File: src/rtl/sensor_port_map.svh
// Register offsets, field positions, reset values and timing counts of the sensor port block
`ifndef SENSOR_PORT_MAP_SVH
`define SENSOR_PORT_MAP_SVH

// ----------------------------------------------------------------------------
// Register offsets (5-bit register field of the serial command byte)
// ----------------------------------------------------------------------------
`define LED_PIN_FUNCTION_CTRL_OFS 5'h0e
`define TRANSMIT_TRIGGER_OFS 5'h0f
`define LINE_A_DRIVER_CONFIG_OFS 5'h10

// ----------------------------------------------------------------------------
// Reset values
// ----------------------------------------------------------------------------
`define LED_PIN_FUNCTION_CTRL_RST 8'h00
`define TRANSMIT_TRIGGER_RST 8'h00
`define LINE_A_DRIVER_CONFIG_RST 8'h00

// ----------------------------------------------------------------------------
// Pin function control fields
// ----------------------------------------------------------------------------
`define READY_PIN_SELECT_A_BIT 0
`define LED1_ON_A_BIT 1
`define ERR_PIN_SELECT_A_BIT 2
`define LED2_ON_A_BIT 3

// ----------------------------------------------------------------------------
// Trigger fields
// ----------------------------------------------------------------------------
`define TRIGGER_VALUE_MSB 3
`define TRIGGER_VALUE_LSB 0

// ----------------------------------------------------------------------------
// Line driver configuration fields
// ----------------------------------------------------------------------------
`define GLITCH_FILTER_ON_A_BIT 0
`define DRIVER_OFF_A_BIT 1
`define PUSH_PULL_SEL_A_BIT 2
`define LOW_SIDE_MODE_A_BIT 3
`define CURRENT_LEVEL_A_LSB 4
`define CURRENT_LEVEL_A_MSB 5
`define CURRENT_DIR_SEL_A_BIT 6
`define THRESHOLD_TYPE_SEL_A_BIT 7

// ----------------------------------------------------------------------------
// Serial command byte fields
// ----------------------------------------------------------------------------
`define CMD_READ_BIT 7
`define CMD_CHIP_MSB 6
`define CMD_CHIP_LSB 5
`define CMD_REG_MSB 4
`define CMD_REG_LSB 0
`define SPI_LAST_CMD_BIT 4'h7
`define SPI_LAST_DATA_BIT 4'hf

// ----------------------------------------------------------------------------
// Timing
// ----------------------------------------------------------------------------
`define CLOCK_PERIOD_PS 5000
`define GLITCH_TIME_NS 1300
`define GLITCH_CYCLES ((`GLITCH_TIME_NS * 1000) / `CLOCK_PERIOD_PS)

`endif

File: src/rtl/sensor_port_pkg.sv
// Types shared by the sensor port configuration and trigger block
package sensor_port_pkg;
    // Serial frame phase
    typedef enum logic [1:0] {
        st_idle = 2'b00,
        st_cmd = 2'b01,
        st_data = 2'b10
    } spi_state_type;

    // Current sink/source level encoding
    typedef enum logic [1:0] {
        lvl_off = 2'b00,
        lvl_5ma = 2'b01,
        lvl_2ma = 2'b10,
        lvl_150ua = 2'b11
    } current_level_type;
endpackage

File: src/rtl/pin_sync.sv
// Two-flip-flop synchroniser for a group of asynchronous pins
`timescale 1ns/1ps
module pin_sync #(
    parameter int WIDTH = 6
) (
    // Clock and reset
    input wire logic clock,
    input wire logic rst,
    // Pins in, synchronised levels out
    input wire logic [WIDTH-1:0] pin_in,
    output logic [WIDTH-1:0] pin_sync_q
);
    logic [WIDTH-1:0] meta_q;

    // First stage feeds only the second stage, bit by bit
    genvar i;
    generate
        for (i = 0; i < WIDTH; i++) begin : g_bit
            always_ff @(posedge clock or posedge rst) begin
                if (rst) begin
                    meta_q[i] <= 1'b0;
                    pin_sync_q[i] <= 1'b0;
                end else begin
                    meta_q[i] <= pin_in[i];
                    pin_sync_q[i] <= meta_q[i];
                end
            end
        end
    endgenerate
endmodule

File: src/rtl/sensor_port_cfg_trigger_regs.sv
// Channel A pin function, shared transmit trigger and line driver configuration
`timescale 1ns/1ps
`include "sensor_port_map.svh"

module sensor_port_cfg_trigger_regs
    import sensor_port_pkg::*;
(
    // Clock and reset
    input wire logic clock,
    input wire logic rst,
    // Serial register port pins
    input wire logic spi_sclk,
    input wire logic spi_cs_n,
    input wire logic spi_mosi,
    output logic spi_miso_q,
    output logic spi_miso_oe_n_q,
    // Chip address straps
    input wire logic [1:0] chip_addr_pins,
    // Channel A receive status from the framer
    input wire logic rx_error_flag_a,
    input wire logic rx_data_ready_flag_a,
    // Status pins of channel A
    output logic err_led2_pin_a_q,
    output logic ready_led1_pin_a_q,
    // Trigger assignment and cycle timer enables per channel
    input wire logic [3:0] assigned_trigger_a,
    input wire logic [3:0] assigned_trigger_b,
    input wire logic cycle_timer_en_a,
    input wire logic cycle_timer_en_b,
    // Start pulses per channel
    output logic start_cycle_timer_a_q,
    output logic start_master_msg_a_q,
    output logic start_cycle_timer_b_q,
    output logic start_master_msg_b_q,
    // Line pin of channel A
    input wire logic line_tx_a,
    input wire logic line_pin_a_in,
    output logic line_pin_a_out_q,
    output logic line_pin_a_oe_n_q,
    output logic line_rx_a_q,
    // Analogue front end settings of channel A
    output logic threshold_type_sel_a_q,
    output logic [1:0] source_level_a_q,
    output logic [1:0] sink_level_a_q
);
    // ------------------------------------------------------------------------
    // Declarations
    // ------------------------------------------------------------------------
    localparam logic [8:0] GLITCH_CYCLES = 9'(`GLITCH_CYCLES);

    logic [5:0] sync_q;
    logic sclk_s, cs_n_s, mosi_s, line_in_s;
    logic [1:0] strap_s;
    logic sclk_prev_q;
    logic sclk_rise, sclk_fall;
    spi_state_type state_q;
    logic [3:0] bit_cnt_q;
    logic [6:0] shift_in_q;
    logic [7:0] cmd_q;
    logic [7:0] rd_shift_q;
    logic [7:0] byte_in;
    logic [1:0] chip_addr_q;
    logic [1:0] strap_wait_q;
    logic own_chip;
    logic wr_strobe;
    logic [7:0] led_ctrl_q;
    logic [7:0] trigger_q;
    logic [7:0] cfg_q;
    logic trig_wr;
    logic [8:0] filt_cnt_q;

    // Register hit check, shared by read and write paths
    function automatic logic reg_hit(input logic [7:0] cmd, input logic [4:0] ofs);
        reg_hit = (cmd[`CMD_REG_MSB:`CMD_REG_LSB] == ofs);
    endfunction

    // ------------------------------------------------------------------------
    // Pin synchronisation
    // ------------------------------------------------------------------------
    pin_sync #(
        .WIDTH(6)
    ) u_pin_sync (
        .clock(clock),
        .rst(rst),
        .pin_in({chip_addr_pins, line_pin_a_in, spi_mosi, spi_cs_n, spi_sclk}),
        .pin_sync_q(sync_q)
    );

    assign sclk_s = sync_q[0];
    assign cs_n_s = sync_q[1];
    assign mosi_s = sync_q[2];
    assign line_in_s = sync_q[3];
    assign strap_s = sync_q[5:4];

    // Straps are followed for three edges after release, so the last copy comes
    // from a synchroniser that has left its reset value, then frozen
    always_ff @(posedge clock or posedge rst) begin
        if (rst) begin
            chip_addr_q <= 2'h0;
            strap_wait_q <= 2'h0;
        end else if (strap_wait_q != 2'h3) begin
            chip_addr_q <= strap_s;
            strap_wait_q <= strap_wait_q + 2'h1;
        end
    end

    // ------------------------------------------------------------------------
    // Serial register port, mode 0, 16-bit frames MSB first
    // ------------------------------------------------------------------------
    always_ff @(posedge clock or posedge rst) begin
        if (rst) begin
            sclk_prev_q <= 1'b0;
        end else begin
            sclk_prev_q <= sclk_s;
        end
    end

    assign sclk_rise = sclk_s & ~sclk_prev_q & ~cs_n_s;
    assign sclk_fall = ~sclk_s & sclk_prev_q & ~cs_n_s;
    assign byte_in = {shift_in_q, mosi_s};
    assign own_chip = (cmd_q[`CMD_CHIP_MSB:`CMD_CHIP_LSB] == chip_addr_q);
    // Last data bit of a write frame
    assign wr_strobe = sclk_rise && (state_q == st_data) && !cmd_q[`CMD_READ_BIT]
        && (bit_cnt_q == `SPI_LAST_DATA_BIT);
    // Trigger writes are broadcast, so the chip address is not checked
    assign trig_wr = wr_strobe && reg_hit(cmd_q, `TRANSMIT_TRIGGER_OFS);

    // Frame phase and bit counting; a frame cut short by chip select is dropped
    always_ff @(posedge clock or posedge rst) begin
        if (rst) begin
            state_q <= st_idle;
            bit_cnt_q <= 4'h0;
            shift_in_q <= 7'h00;
            cmd_q <= 8'h00;
        end else if (cs_n_s) begin
            state_q <= st_idle;
            bit_cnt_q <= 4'h0;
        end else begin
            case (state_q)
                st_idle: begin
                    state_q <= st_cmd;
                end
                st_cmd: begin
                    if (sclk_rise) begin
                        shift_in_q <= byte_in[6:0];
                        bit_cnt_q <= bit_cnt_q + 4'h1;
                        if (bit_cnt_q == `SPI_LAST_CMD_BIT) begin
                            cmd_q <= byte_in;
                            state_q <= st_data;
                        end
                    end
                end
                st_data: begin
                    if (sclk_rise) begin
                        shift_in_q <= byte_in[6:0];
                        bit_cnt_q <= bit_cnt_q + 4'h1;
                        if (bit_cnt_q == `SPI_LAST_DATA_BIT) begin
                            state_q <= st_cmd;
                        end
                    end
                end
                default: begin
                    state_q <= st_idle;
                end
            endcase
        end
    end

    // Read data is loaded after the command byte and shifted out on falling edges
    always_ff @(posedge clock or posedge rst) begin
        if (rst) begin
            rd_shift_q <= 8'h00;
            spi_miso_q <= 1'b0;
        end else if (sclk_rise && state_q == st_cmd && bit_cnt_q == `SPI_LAST_CMD_BIT) begin
            // Write-only trigger and unmapped offsets read as zero
            if (byte_in[`CMD_CHIP_MSB:`CMD_CHIP_LSB] != chip_addr_q) begin
                rd_shift_q <= 8'h00;
            end else if (reg_hit(byte_in, `LED_PIN_FUNCTION_CTRL_OFS)) begin
                rd_shift_q <= led_ctrl_q;
            end else if (reg_hit(byte_in, `LINE_A_DRIVER_CONFIG_OFS)) begin
                rd_shift_q <= cfg_q;
            end else begin
                rd_shift_q <= 8'h00;
            end
        end else if (sclk_fall && state_q == st_data) begin
            spi_miso_q <= rd_shift_q[7];
            rd_shift_q <= {rd_shift_q[6:0], 1'b0};
        end
    end

    // Data output is driven only while this chip is selected
    always_ff @(posedge clock or posedge rst) begin
        if (rst) begin
            spi_miso_oe_n_q <= 1'b1;
        end else begin
            spi_miso_oe_n_q <= cs_n_s;
        end
    end

    // ------------------------------------------------------------------------
    // Registers
    // ------------------------------------------------------------------------
    // Pin function control, all eight bits writable
    always_ff @(posedge clock or posedge rst) begin
        if (rst) begin
            led_ctrl_q <= `LED_PIN_FUNCTION_CTRL_RST;
        end else if (wr_strobe && own_chip && reg_hit(cmd_q, `LED_PIN_FUNCTION_CTRL_OFS)) begin
            led_ctrl_q <= byte_in;
        end
    end

    // Trigger keeps only the low nibble; the upper bits stay zero
    always_ff @(posedge clock or posedge rst) begin
        if (rst) begin
            trigger_q <= `TRANSMIT_TRIGGER_RST;
        end else if (trig_wr) begin
            trigger_q <= {4'h0, byte_in[`TRIGGER_VALUE_MSB:`TRIGGER_VALUE_LSB]};
        end
    end

    // Line driver configuration
    always_ff @(posedge clock or posedge rst) begin
        if (rst) begin
            cfg_q <= `LINE_A_DRIVER_CONFIG_RST;
        end else if (wr_strobe && own_chip && reg_hit(cmd_q, `LINE_A_DRIVER_CONFIG_OFS)) begin
            cfg_q <= byte_in;
        end
    end

    // ------------------------------------------------------------------------
    // Trigger start pulses
    // ------------------------------------------------------------------------
    // One-cycle starts on the write itself; a channel with no match sees nothing
    always_ff @(posedge clock or posedge rst) begin
        if (rst) begin
            start_cycle_timer_a_q <= 1'b0;
            start_master_msg_a_q <= 1'b0;
            start_cycle_timer_b_q <= 1'b0;
            start_master_msg_b_q <= 1'b0;
        end else begin
            start_master_msg_a_q <= trig_wr && (byte_in[3:0] == assigned_trigger_a);
            start_cycle_timer_a_q <= trig_wr && (byte_in[3:0] == assigned_trigger_a)
                && cycle_timer_en_a;
            start_master_msg_b_q <= trig_wr && (byte_in[3:0] == assigned_trigger_b);
            start_cycle_timer_b_q <= trig_wr && (byte_in[3:0] == assigned_trigger_b)
                && cycle_timer_en_b;
        end
    end

    // ------------------------------------------------------------------------
    // Status and LED pins
    // ------------------------------------------------------------------------
    // Interrupt masks are not consulted here, so masking never hides the pins
    always_ff @(posedge clock or posedge rst) begin
        if (rst) begin
            err_led2_pin_a_q <= 1'b0;
            ready_led1_pin_a_q <= 1'b0;
        end else begin
            err_led2_pin_a_q <= led_ctrl_q[`ERR_PIN_SELECT_A_BIT] ? rx_error_flag_a
                : led_ctrl_q[`LED2_ON_A_BIT];
            ready_led1_pin_a_q <= led_ctrl_q[`READY_PIN_SELECT_A_BIT]
                ? rx_data_ready_flag_a
                : led_ctrl_q[`LED1_ON_A_BIT];
        end
    end

    // ------------------------------------------------------------------------
    // Line driver and front end
    // ------------------------------------------------------------------------
    // Open-drain modes drive only one level; the other is left to the load
    always_ff @(posedge clock or posedge rst) begin
        if (rst) begin
            line_pin_a_out_q <= 1'b0;
            line_pin_a_oe_n_q <= 1'b1;
        end else if (cfg_q[`DRIVER_OFF_A_BIT]) begin
            line_pin_a_out_q <= 1'b0;
            line_pin_a_oe_n_q <= 1'b1;
        end else if (cfg_q[`PUSH_PULL_SEL_A_BIT]) begin
            line_pin_a_out_q <= line_tx_a;
            line_pin_a_oe_n_q <= 1'b0;
        end else if (cfg_q[`LOW_SIDE_MODE_A_BIT]) begin
            line_pin_a_out_q <= 1'b0;
            line_pin_a_oe_n_q <= line_tx_a;
        end else begin
            line_pin_a_out_q <= 1'b1;
            line_pin_a_oe_n_q <= ~line_tx_a;
        end
    end

    // Level goes to the selected current direction only, the other is off
    always_ff @(posedge clock or posedge rst) begin
        if (rst) begin
            threshold_type_sel_a_q <= 1'b0;
            source_level_a_q <= lvl_off;
            sink_level_a_q <= lvl_off;
        end else begin
            threshold_type_sel_a_q <= cfg_q[`THRESHOLD_TYPE_SEL_A_BIT];
            source_level_a_q <= cfg_q[`CURRENT_DIR_SEL_A_BIT]
                ? cfg_q[`CURRENT_LEVEL_A_MSB:`CURRENT_LEVEL_A_LSB] : lvl_off;
            sink_level_a_q <= cfg_q[`CURRENT_DIR_SEL_A_BIT]
                ? lvl_off : cfg_q[`CURRENT_LEVEL_A_MSB:`CURRENT_LEVEL_A_LSB];
        end
    end

    // Glitch filter: a new level must hold for the filter time before it passes
    always_ff @(posedge clock or posedge rst) begin
        if (rst) begin
            line_rx_a_q <= 1'b0;
            filt_cnt_q <= 9'h000;
        end else if (!cfg_q[`GLITCH_FILTER_ON_A_BIT] || line_in_s == line_rx_a_q) begin
            line_rx_a_q <= line_in_s;
            filt_cnt_q <= 9'h000;
        end else if (filt_cnt_q == GLITCH_CYCLES - 9'h001) begin
            line_rx_a_q <= line_in_s;
            filt_cnt_q <= 9'h000;
        end else begin
            filt_cnt_q <= filt_cnt_q + 9'h001;
        end
    end
endmodule

File: config.mk
export PLATFORM = sky130hd
export DESIGN_NAME = sensor_port_cfg_trigger_regs
export DESIGN_NICKNAME = d
export VERILOG_FILES = /design/src/rtl/sensor_port_pkg.sv /design/src/rtl/pin_sync.sv /design/src/rtl/sensor_port_cfg_trigger_regs.sv
export VERILOG_INCLUDE_DIRS = /design/src /design/src/rtl
export SDC_FILE = /design/constraint.sdc
export NUM_CORES = 1
export LEC_CHECK = 0
export ABC_AREA = 1
export BUFFER_PORTS_ARGS = -buffer_cell sky130_fd_sc_hd__buf_2
export CAP_MARGIN = 25
export CORE_ASPECT_RATIO = 0.75
export CORE_MARGIN = 2
export CORE_UTILIZATION = 45
export DETAILED_ROUTE_END_ITERATION = 8
export HOLD_SLACK_MARGIN = 0.15
export SYNTH_ARGS = -nofsm -noshare
export SYNTH_HDL_FRONTEND = slang
export SYNTH_HIERARCHICAL = 1
export SYNTH_SLANG_ARGS = --single-unit
File: constraint.sdc
create_clock -name clock -period 2.3 [get_ports clock]
set_input_delay 0.23 -clock clock [delete_from_list [all_inputs] [get_ports clock]]
set_output_delay 0.23 -clock clock [all_outputs]
set_load 0.1 [all_outputs]
Yosys cells after proc, flatten, opt, wreduce, memory -nomap -nowiden
Cells that the tools add are included.

word-level totals
  bits in registers = 87
  logic and storage cells = 125
  input bits = 21

cells by class
  bitwise logic cells = 9
  $add $sub $neg = 3
  eq/ne operators = 20
  reduce and logical (&&, ||, !) cells = 28
  multiplexer cells = 28

operators by type and width
  cell                   count
  $mux W8                5
  $mux W9                2
  $eq A5 B4 Y1 const B   3
  $logic_and A1 B1 Y1    14
  $mux W2                7
  $mux W4                3
  $eq A5 B5 Y1 const B   2
  $mux W1                10
  $add A9 B1 Y9 const B  1
  $eq A9 B9 Y1 const B   1
  $ne A3 B2 Y1 const B   3
  $eq A4 B4 Y1           2
  $reduce_and A4 Y1      2
  $reduce_bool A2 Y1     4
  $pmux W2 S3            1
  $not A1 Y1             5
  $add A4 B1 Y4 const B  1
  $and A1 B1 Y1          4
  $eq A4 B3 Y1 const B   1
  $eq A4 B4 Y1 const B   1
  $reduce_and A2 Y1      2
  $ne A3 B1 Y1 const B   1
  $reduce_and A3 Y1      1
  $add A2 B1 Y2 const B  1
  other kinds (10)       11

Depth between registers and ports, before layout
Gate-level depths: netlist of the first run.

  word-level depth = 9
  mapped depth = 10
  depth with buffers taken out = 10

Modules after synthesis
Netlist of the first run, hierarchy kept.

modules (own cells, without submodules)
  module                        area an instance (um^2)  seq. area each (um^2)  cells an instance  instances
  sensor_port_cfg_trigger_regs  3,518.4                  1,879.3                417                1
  pin_sync                      304.0                    300.3                  13                 1

Least setup slack after synthesis of the first run
Ideal clock, no wire load.

  path type = register to register
  start = reg line_rx_a_q
  end = reg filt_cnt_q[6]
  data arrival time = 1,697 ps
  setup slack = 517 ps
  stages on the path, launching flop included = 5
  buffers on the path = 0
  period minus slack after synthesis = 1,783 ps
  setup time = 86 ps
  required time = 2,214 ps
  cell sequence = dfrtp_1 > nor2_1 > nor3_1 > inv_1 > nor3_1

between the ends
  word-level cells in the longest chain between the ends = 3

RTL lines
  what                    line                                 text
  from (decl)             sensor_port_cfg_trigger_regs.sv:40   output logic line_rx_a_q,
  from (signal assigned)  sensor_port_cfg_trigger_regs.sv:311  line_rx_a_q <= line_in_s;
  from (signal assigned)  sensor_port_cfg_trigger_regs.sv:314  line_rx_a_q <= line_in_s;
  $eq A1 B1 Y1            sensor_port_cfg_trigger_regs.sv:310  end else if (!cfg_q[`GLITCH_FILTER_ON_A_BIT] || line_in_s == line_rx_a_q) begin
  $logic_or A1 B1 Y1      sensor_port_cfg_trigger_regs.sv:310
  $mux W9                 sensor_port_cfg_trigger_regs.sv:310
  to (signal assigned)    sensor_port_cfg_trigger_regs.sv:317  filt_cnt_q <= filt_cnt_q + 9'h001;
  to (decl)               sensor_port_cfg_trigger_regs.sv:70   logic [8:0] filt_cnt_q;

No other way between the ends.
A chain may end at the register's enable or synchronous reset.

Worst setup path in the final report of the first run
  start = reg state_q[1]
  end = reg rd_shift_q[4]

between the ends
  word-level cells in the longest chain between the ends = 4
  elaborated cells between the ends (all ways) = 7
  those cells by class = 2 x eq/ne; 1 x mux; 4 x reduce/logical

RTL lines
  what                                                  line                                 text
  from (decl)                                           sensor_port_cfg_trigger_regs.sv:56   spi_state_type state_q;
  from (signal assigned)                                sensor_port_cfg_trigger_regs.sv:131  state_q <= st_idle;
  from (signal assigned)                                sensor_port_cfg_trigger_regs.sv:136  state_q <= st_idle;
  from (signal assigned)                                sensor_port_cfg_trigger_regs.sv:141  state_q <= st_cmd;
  $eq A2 B1 Y1                                          sensor_port_cfg_trigger_regs.sv:174  end else if (sclk_rise && state_q == st_cmd && bit_cnt_q == `SPI_LAST_CMD_BIT) begin
  $logic_and A1 B1 Y1                                   sensor_port_cfg_trigger_regs.sv:174
  $logic_and A1 B1 Y1 (no line)                         --
  $mux W8 / $reduce_bool A2 Y1 (equally long branches)  --
  to (signal assigned)                                  sensor_port_cfg_trigger_regs.sv:179  rd_shift_q <= led_ctrl_q;
  to (signal assigned)                                  sensor_port_cfg_trigger_regs.sv:181  rd_shift_q <= cfg_q;
  to (signal assigned)                                  sensor_port_cfg_trigger_regs.sv:187  rd_shift_q <= {rd_shift_q[6:0], 1'b0};
  to (decl)                                             sensor_port_cfg_trigger_regs.sv:60   logic [7:0] rd_shift_q;

Several ways; a longest one is shown, not always the timed one.

==> impl_metrics.ini, run 1 <==
[clock_network]
cts.clk_slew.worst_paths_ns = 0.06
post_cts_buffers = 0
htreeDepth = 3
clock_latency_ns = 0.34
hold_buffers = 11
cts_root_buffer = clkbuf_16
cts-buffers-inserted = 9
cts_tree = yes
clkSinkCount = 87
cts_buffer_depth = 2
ctsResizeCount = 0

[global_routing]
gr-total-overflow = 0
grt_pass1_vias = 2858
grt_pass1_wl_um = 14200
antenna_found_initial = 0
track_usage = 0.193
grt_start_max_net_pins = 36

[critical_path]
end_kind = flop
rr_startpoint = state_q[1]
slowest_stage = dfrtp_1
rr_worst_depth = 9
worstPathCellList = inv_1 -> ha_1 -> inv_1 -> nor2_1 -> nand3_1 -> nand2_1 -> inv_1 -> nand2_1 -> nand2_1
cp_max_fo = 9
slowest_delay_ns = 0.40
r2r-end = rd_shift_q[4]
required_ns = 2.52
cp.arrival_ns = 2.15
path_class = reg2reg
rrSetupSlack_ns = 0.37
cp-start-kind = flop

[sta]
skew_ns = 0.00752
slew_violations = 0
finalCriticalPeriod_ns = 1.93
tns_ns = 0
rsz0062_at_grt = no
tightest_slew_ns = 0.541
period_share = 0.839
hold_viol_final = 0
relSlewSlack = 0.639
setup-violations-final = 0
max_freq_mhz = 518

[floorplan]
die_height_um = 83.8
die_area_mm2 = 0.00925
num_rows = 29
core_mm2 = 0.00835
io_pins = 37
initial_utilization = 0.458
die_w_um = 110

[drt]
drc_errors = 0
vias_per_cell = 4.89
vias = 2931
drt_iter0_drc = 191
ant_nets = 0
wirelength_um = 8030
drtPass1Iterations = 4
wl_per_cell_um = 13.4

[synthesis]
synth_top_area_cell = dfrtp_1
synth_top_area_share = 0.556
syn_inst = 430
yosysWarningCount = 6
postSynthAreaPerCell_um2 = 8.89
yosys-top-cells-area = dfrtp_1 56%, nand2_1 12%, inv_1 4.8%
synth_cell_type_count = 30
synth_nets = 456
synth-seq-cells = 87
syn_area_mm2 = 0.00382
synth_seq_area_share = 0.570

[place]
dp_cells = 573
io_buffers = 36
hpwl_um = 5790
gp_congestion = 0.857

[cells_and_area]
diodes = 0
final_common_cell = nand2_1
layout.nets = 513
areaGrowthSynthToFinish_pct = 20.6
instances_no_fill = 600
fillers = 749
final_cell_mix = 125 x nand2_1, 85 x dfrtp_1, 48 x inv_1
post-route-util = 0.552
drive_above_1_share = 0.159

[status]
status = complete, no violations

[hold_path]
whs_endpoint = line_pin_a_out_q
min_path_type = in2reg
whs_path_depth = 3
hp-start = line_tx_a

[power]
power.static_leakage_nw = 2.34
ir_drop_mv = 0.574
power.density_mw_per_mm2 = 843
finalPower_mw = 3.88

[run]
drv_cap = 0
[logic make-up after synthesis]
logic type | synth area share
fa+ha+maj | 0.0164
flops | 0.570
compound gates | 0.0550
mux | 0.00589
buf+inv | 0.0635
simple gates | 0.255
xor+xnor | 0.0344
[per-layer routing]
metal	track usage	wire length, µm	vias to the layer above
met4	0.0568	48	0
li1	-	-	1499
met1	0.288	4250	1358
met3	0.0552	362	7
met2	0.277	3370	67
met5	0	0	-
[state kept, by name, summed over array words and instances (netlist names), 2 cells and up]
name,cells
cmd_q,8
shift_in_q,7
chip_addr_q,2
state_q,2
source_level_a_q,2
sink_level_a_q,2
led_ctrl_q,8
filt_cnt_q,9
u_pin_sync/pin_sync_q,6
rd_shift_q,8
bit_cnt_q,4
strap_wait_q,2
u_pin_sync/meta_q,6
cfg_q,8
[Yosys cell counts, drive strengths merged]
cell    number
nand2      126
dfrtp       85
inv         51
nor2        33
o21ai       27
nand4       25
nand3       23
nor3        11
a21oi        9
xor2         8
xnor2        7
buf          6
ha           5
clkbuf       4
dfstp        2
mux2         2
a211oi       1
a31o         1
nor3b        1
o211ai       1
o22ai        1
or2          1
[area by class of cell]
cell class	count	area, µm²	area share
clock inverter	5	80.1	0.0174
sequential	87	2180	0.473
tap	108	135	0.0293
clock buffer	11	253	0.0548
timing repair buffer	56	370	0.0803
inverter	51	191	0.0415
multi-input combinational	282	1400	0.304
[per-stage QoR]
step	hold WS [ns]	area (µm²)	setup WS (ns)
2_1_floorplan	0.0947	3820	0.163
3_3_place_gp	0.267	4170	0.464
3_5_place_dp	0.270	4170	0.404
4_1_cts	0.175	4610	0.365
5_1_grt	0.181	4610	0.111
6_report	0.179	4610	0.371
[critical path: cells and delay by family (launching register included)]
kind,cells,cell delay (ns)
adder cells (fa/ha/maj),1,0.13
flip-flops,1,0.40
AND/OR/NAND/NOR,5,1.00
buffers and inverters,3,0.28
[where the power goes]
group / leakage (nW) / internal (mW) / total [mW] / switching (mW)
clock: 0.158 / 1.01 / 1.58 / 0.570
combinational: 1.04 / 0.188 / 0.524 / 0.336
sequential: 1.15 / 1.65 / 1.78 / 0.132
[worst max path at each step]
stage | end | from | slack, ns | cells past startpoint
2_1_floorplan | bit_cnt_q[0] | rst | 0.16 | 1
3_3_place_gp | rd_shift_q[5] | state_q[1] | 0.46 | 9
3_5_place_dp | rd_shift_q[4] | state_q[1] | 0.40 | 9
4_1_cts | rd_shift_q[4] | state_q[1] | 0.37 | 9
5_1_grt | rd_shift_q[4] | state_q[1] | 0.11 | 9
6_report | rd_shift_q[4] | state_q[1] | 0.37 | 9
(Power assumes the default switching activity.)
==> inputs of run 2 (changes only) <==
==> constraint.sdc (replaced) <==
create_clock -name clock -period 1.8 [get_ports clock]
set_input_delay 0.18 -clock clock [delete_from_list [all_inputs] [get_ports clock]]
set_output_delay 0.18 -clock clock [all_outputs]
set_load 0.1 [all_outputs]
==> run 2 against run 1 <==
  * Routed wire length up 5.8%
  * Register-to-register slack worse by 0.19 ns
  * Via count up 4.6%
  * Sequential cell count unchanged
  * Non-clock buffer count up 15
  * Sequential power up 28%
  * Worst setup slack worse by 0.19 ns
  * Fmax up 19%
  * Critical path type unchanged
  * Critical endpoint is now cfg_q[0]
==> impl_metrics.ini, run 2 (same netlist as run 1, synthesis figures left out) <==
[status]
status = complete, no violations

[critical_path]
cp.arrival_ns = 1.85
rr_startpoint = bit_cnt_q[0]
required_ns = 2.03
end_kind = flop
rr_worst_depth = 8
path_class = reg2reg
cp-start-kind = flop
cp_max_fo = 8
r2r-end = cfg_q[0]
rrSetupSlack_ns = 0.18

[global_routing]
use_met3 = 0.0574
met2_usage = 0.297
grt_pass1_wl_um = 15100
grt-busiest-layer = met1
antenna_found_initial = 0
gr-total-overflow = 0
track_usage = 0.204
use_met1 = 0.300
grt_start_max_net_pins = 34
grt_pass1_vias = 3010

[hold_path]
hp-start = assigned_trigger_b[0]
min_path_type = in2reg
whs_endpoint = start_cycle_timer_b_q
whs_path_depth = 6

[power]
ir_drop_mv = 0.760
clockPowerShare = 0.389
intPower_mw = 3.65
combPwrFrac = 0.158
swShare = 0.272
power.static_leakage_nw = 2.40
power.density_mw_per_mm2 = 1050
p_seq_frac = 0.453
p_sw_mw = 1.36

[run]
drv_cap = 0

[cells_and_area]
multi_input_area_mm2 = 0.00143
fillers = 736
layout.nets = 528
areaGrowthSynthToFinish_pct = 24.2
regArea_mm2 = 0.00218
final_cell_mix = 124 x nand2_1, 85 x dfrtp_1, 48 x inv_1
drive_above_1_share = 0.178
final_common_cell = nand2_1
regMostFlops = filt_cnt_q
diodes = 0
largest_register_ff_count = 9

[drt]
wirelength_um = 8500
ant_nets = 0
vias_per_cell = 4.98
drt_iter0_drc = 201
drc_errors = 0
vias = 3065
drtPass1Iterations = 5
wl_per_cell_um = 13.8

[sta]
slew_violations = 0
period_share = 0.899
hold_viol_final = 0
tns_ns = 0
max_freq_mhz = 618
rsz0062_at_grt = no
skew_ns = 0.00785
finalCriticalPeriod_ns = 1.62
tightest_slew_ns = 0.499
setup-violations-final = 0
relSlewSlack = 0.669
timing.final.ws_setup_ns = 0.182
hold_ws_ns = 0.232

[place]
io_buffers = 36
gp_congestion = 0.838
hpwl_um = 5940
pre_cts_slack_ns = 0.144

[clock_network]
cts.clk_slew.worst_paths_ns = 0.06
clock_latency_ns = 0.34
htreeDepth = 3
cts_tree = yes
cts_buffer_depth = 2
cts-buffers-inserted = 9
clkSinkCount = 87
cts_root_buffer = clkbuf_16

[floorplan]
initial_utilization = 0.458
num_rows = 29
io_pins = 37
core_mm2 = 0.00835
die_height_um = 83.8
die_area_mm2 = 0.00925
die_w_um = 110
## run 2: critical path: stages (launching register included)
cell     delay, ns
dfrtp_1       0.40
ha_1          0.21
nand2_1       0.10
inv_2         0.07
nand2_2       0.07
nor3_4        0.28
nand3_4       0.19
nand2_1       0.12
nand2_1       0.05
## run 2: layout make-up
class,count,share of cell area
inverter,51,0.0411
sequential,87,0.459
timing repair buffer,71,0.105
clock inverter,3,0.0142
multi-input combinational,282,0.302
tap,108,0.0285
clock buffer,13,0.0506
## run 2: what timing repair did
item | 4_1_cts | 5_1_grt
buffers inserted | 0 | 0
hold buffers | 12 | 0
setup endpoints to repair | 0 | 21
endpoints found under the hold margin | 38 | 0
resized for setup | 0 | 6
## run 2: power groups by stage
stage / registers (mW) / clock network, mW / logic, mW
after global placement: 2.29 / 0 / 0.742
after CTS: 2.26 / 1.99 / 0.790
after detailed placement: 2.30 / 0 / 0.763
final: 2.27 / 1.95 / 0.793
after global routing: 2.28 / 2.08 / 0.906
after floorplan: 2.26 / 0 / 0.508
## run 2: metrics by stage
stage / std cells / cell area (µm²) / util / total power, mW
global placement: 587 / 4290 / 0.514 / 3.03
global route: 615 / 4750 / 0.569 / 5.27
detailed placement: 587 / 4290 / 0.514 / 3.06
floorplan: 430 / 3830 / - / 2.77
CTS: 615 / 4720 / 0.565 / 5.04
finish: 615 / 4750 / 0.569 / 5.00
## run 2: worst max path at each step
stage                     slack (ns)         start  cells after the start       endpoint
final                           0.18  bit_cnt_q[0]                      8       cfg_q[0]
after global routing           0.002    state_q[1]                     10  rd_shift_q[5]
after CTS                       0.08  bit_cnt_q[0]                      8       cfg_q[0]
after detailed placement        0.14  bit_cnt_q[0]                      8       cfg_q[1]
after global placement          0.18  bit_cnt_q[0]                      8       cfg_q[6]
after floorplan                 0.02   line_rx_a_q                      4  filt_cnt_q[6]
## run 2: per-layer routing
layer,vias to the layer above,part of all wire
li1,1530,-
met1,1436,0.49
met2,90,0.44
met3,9,0.061
met4,0,0.012
met5,-,0
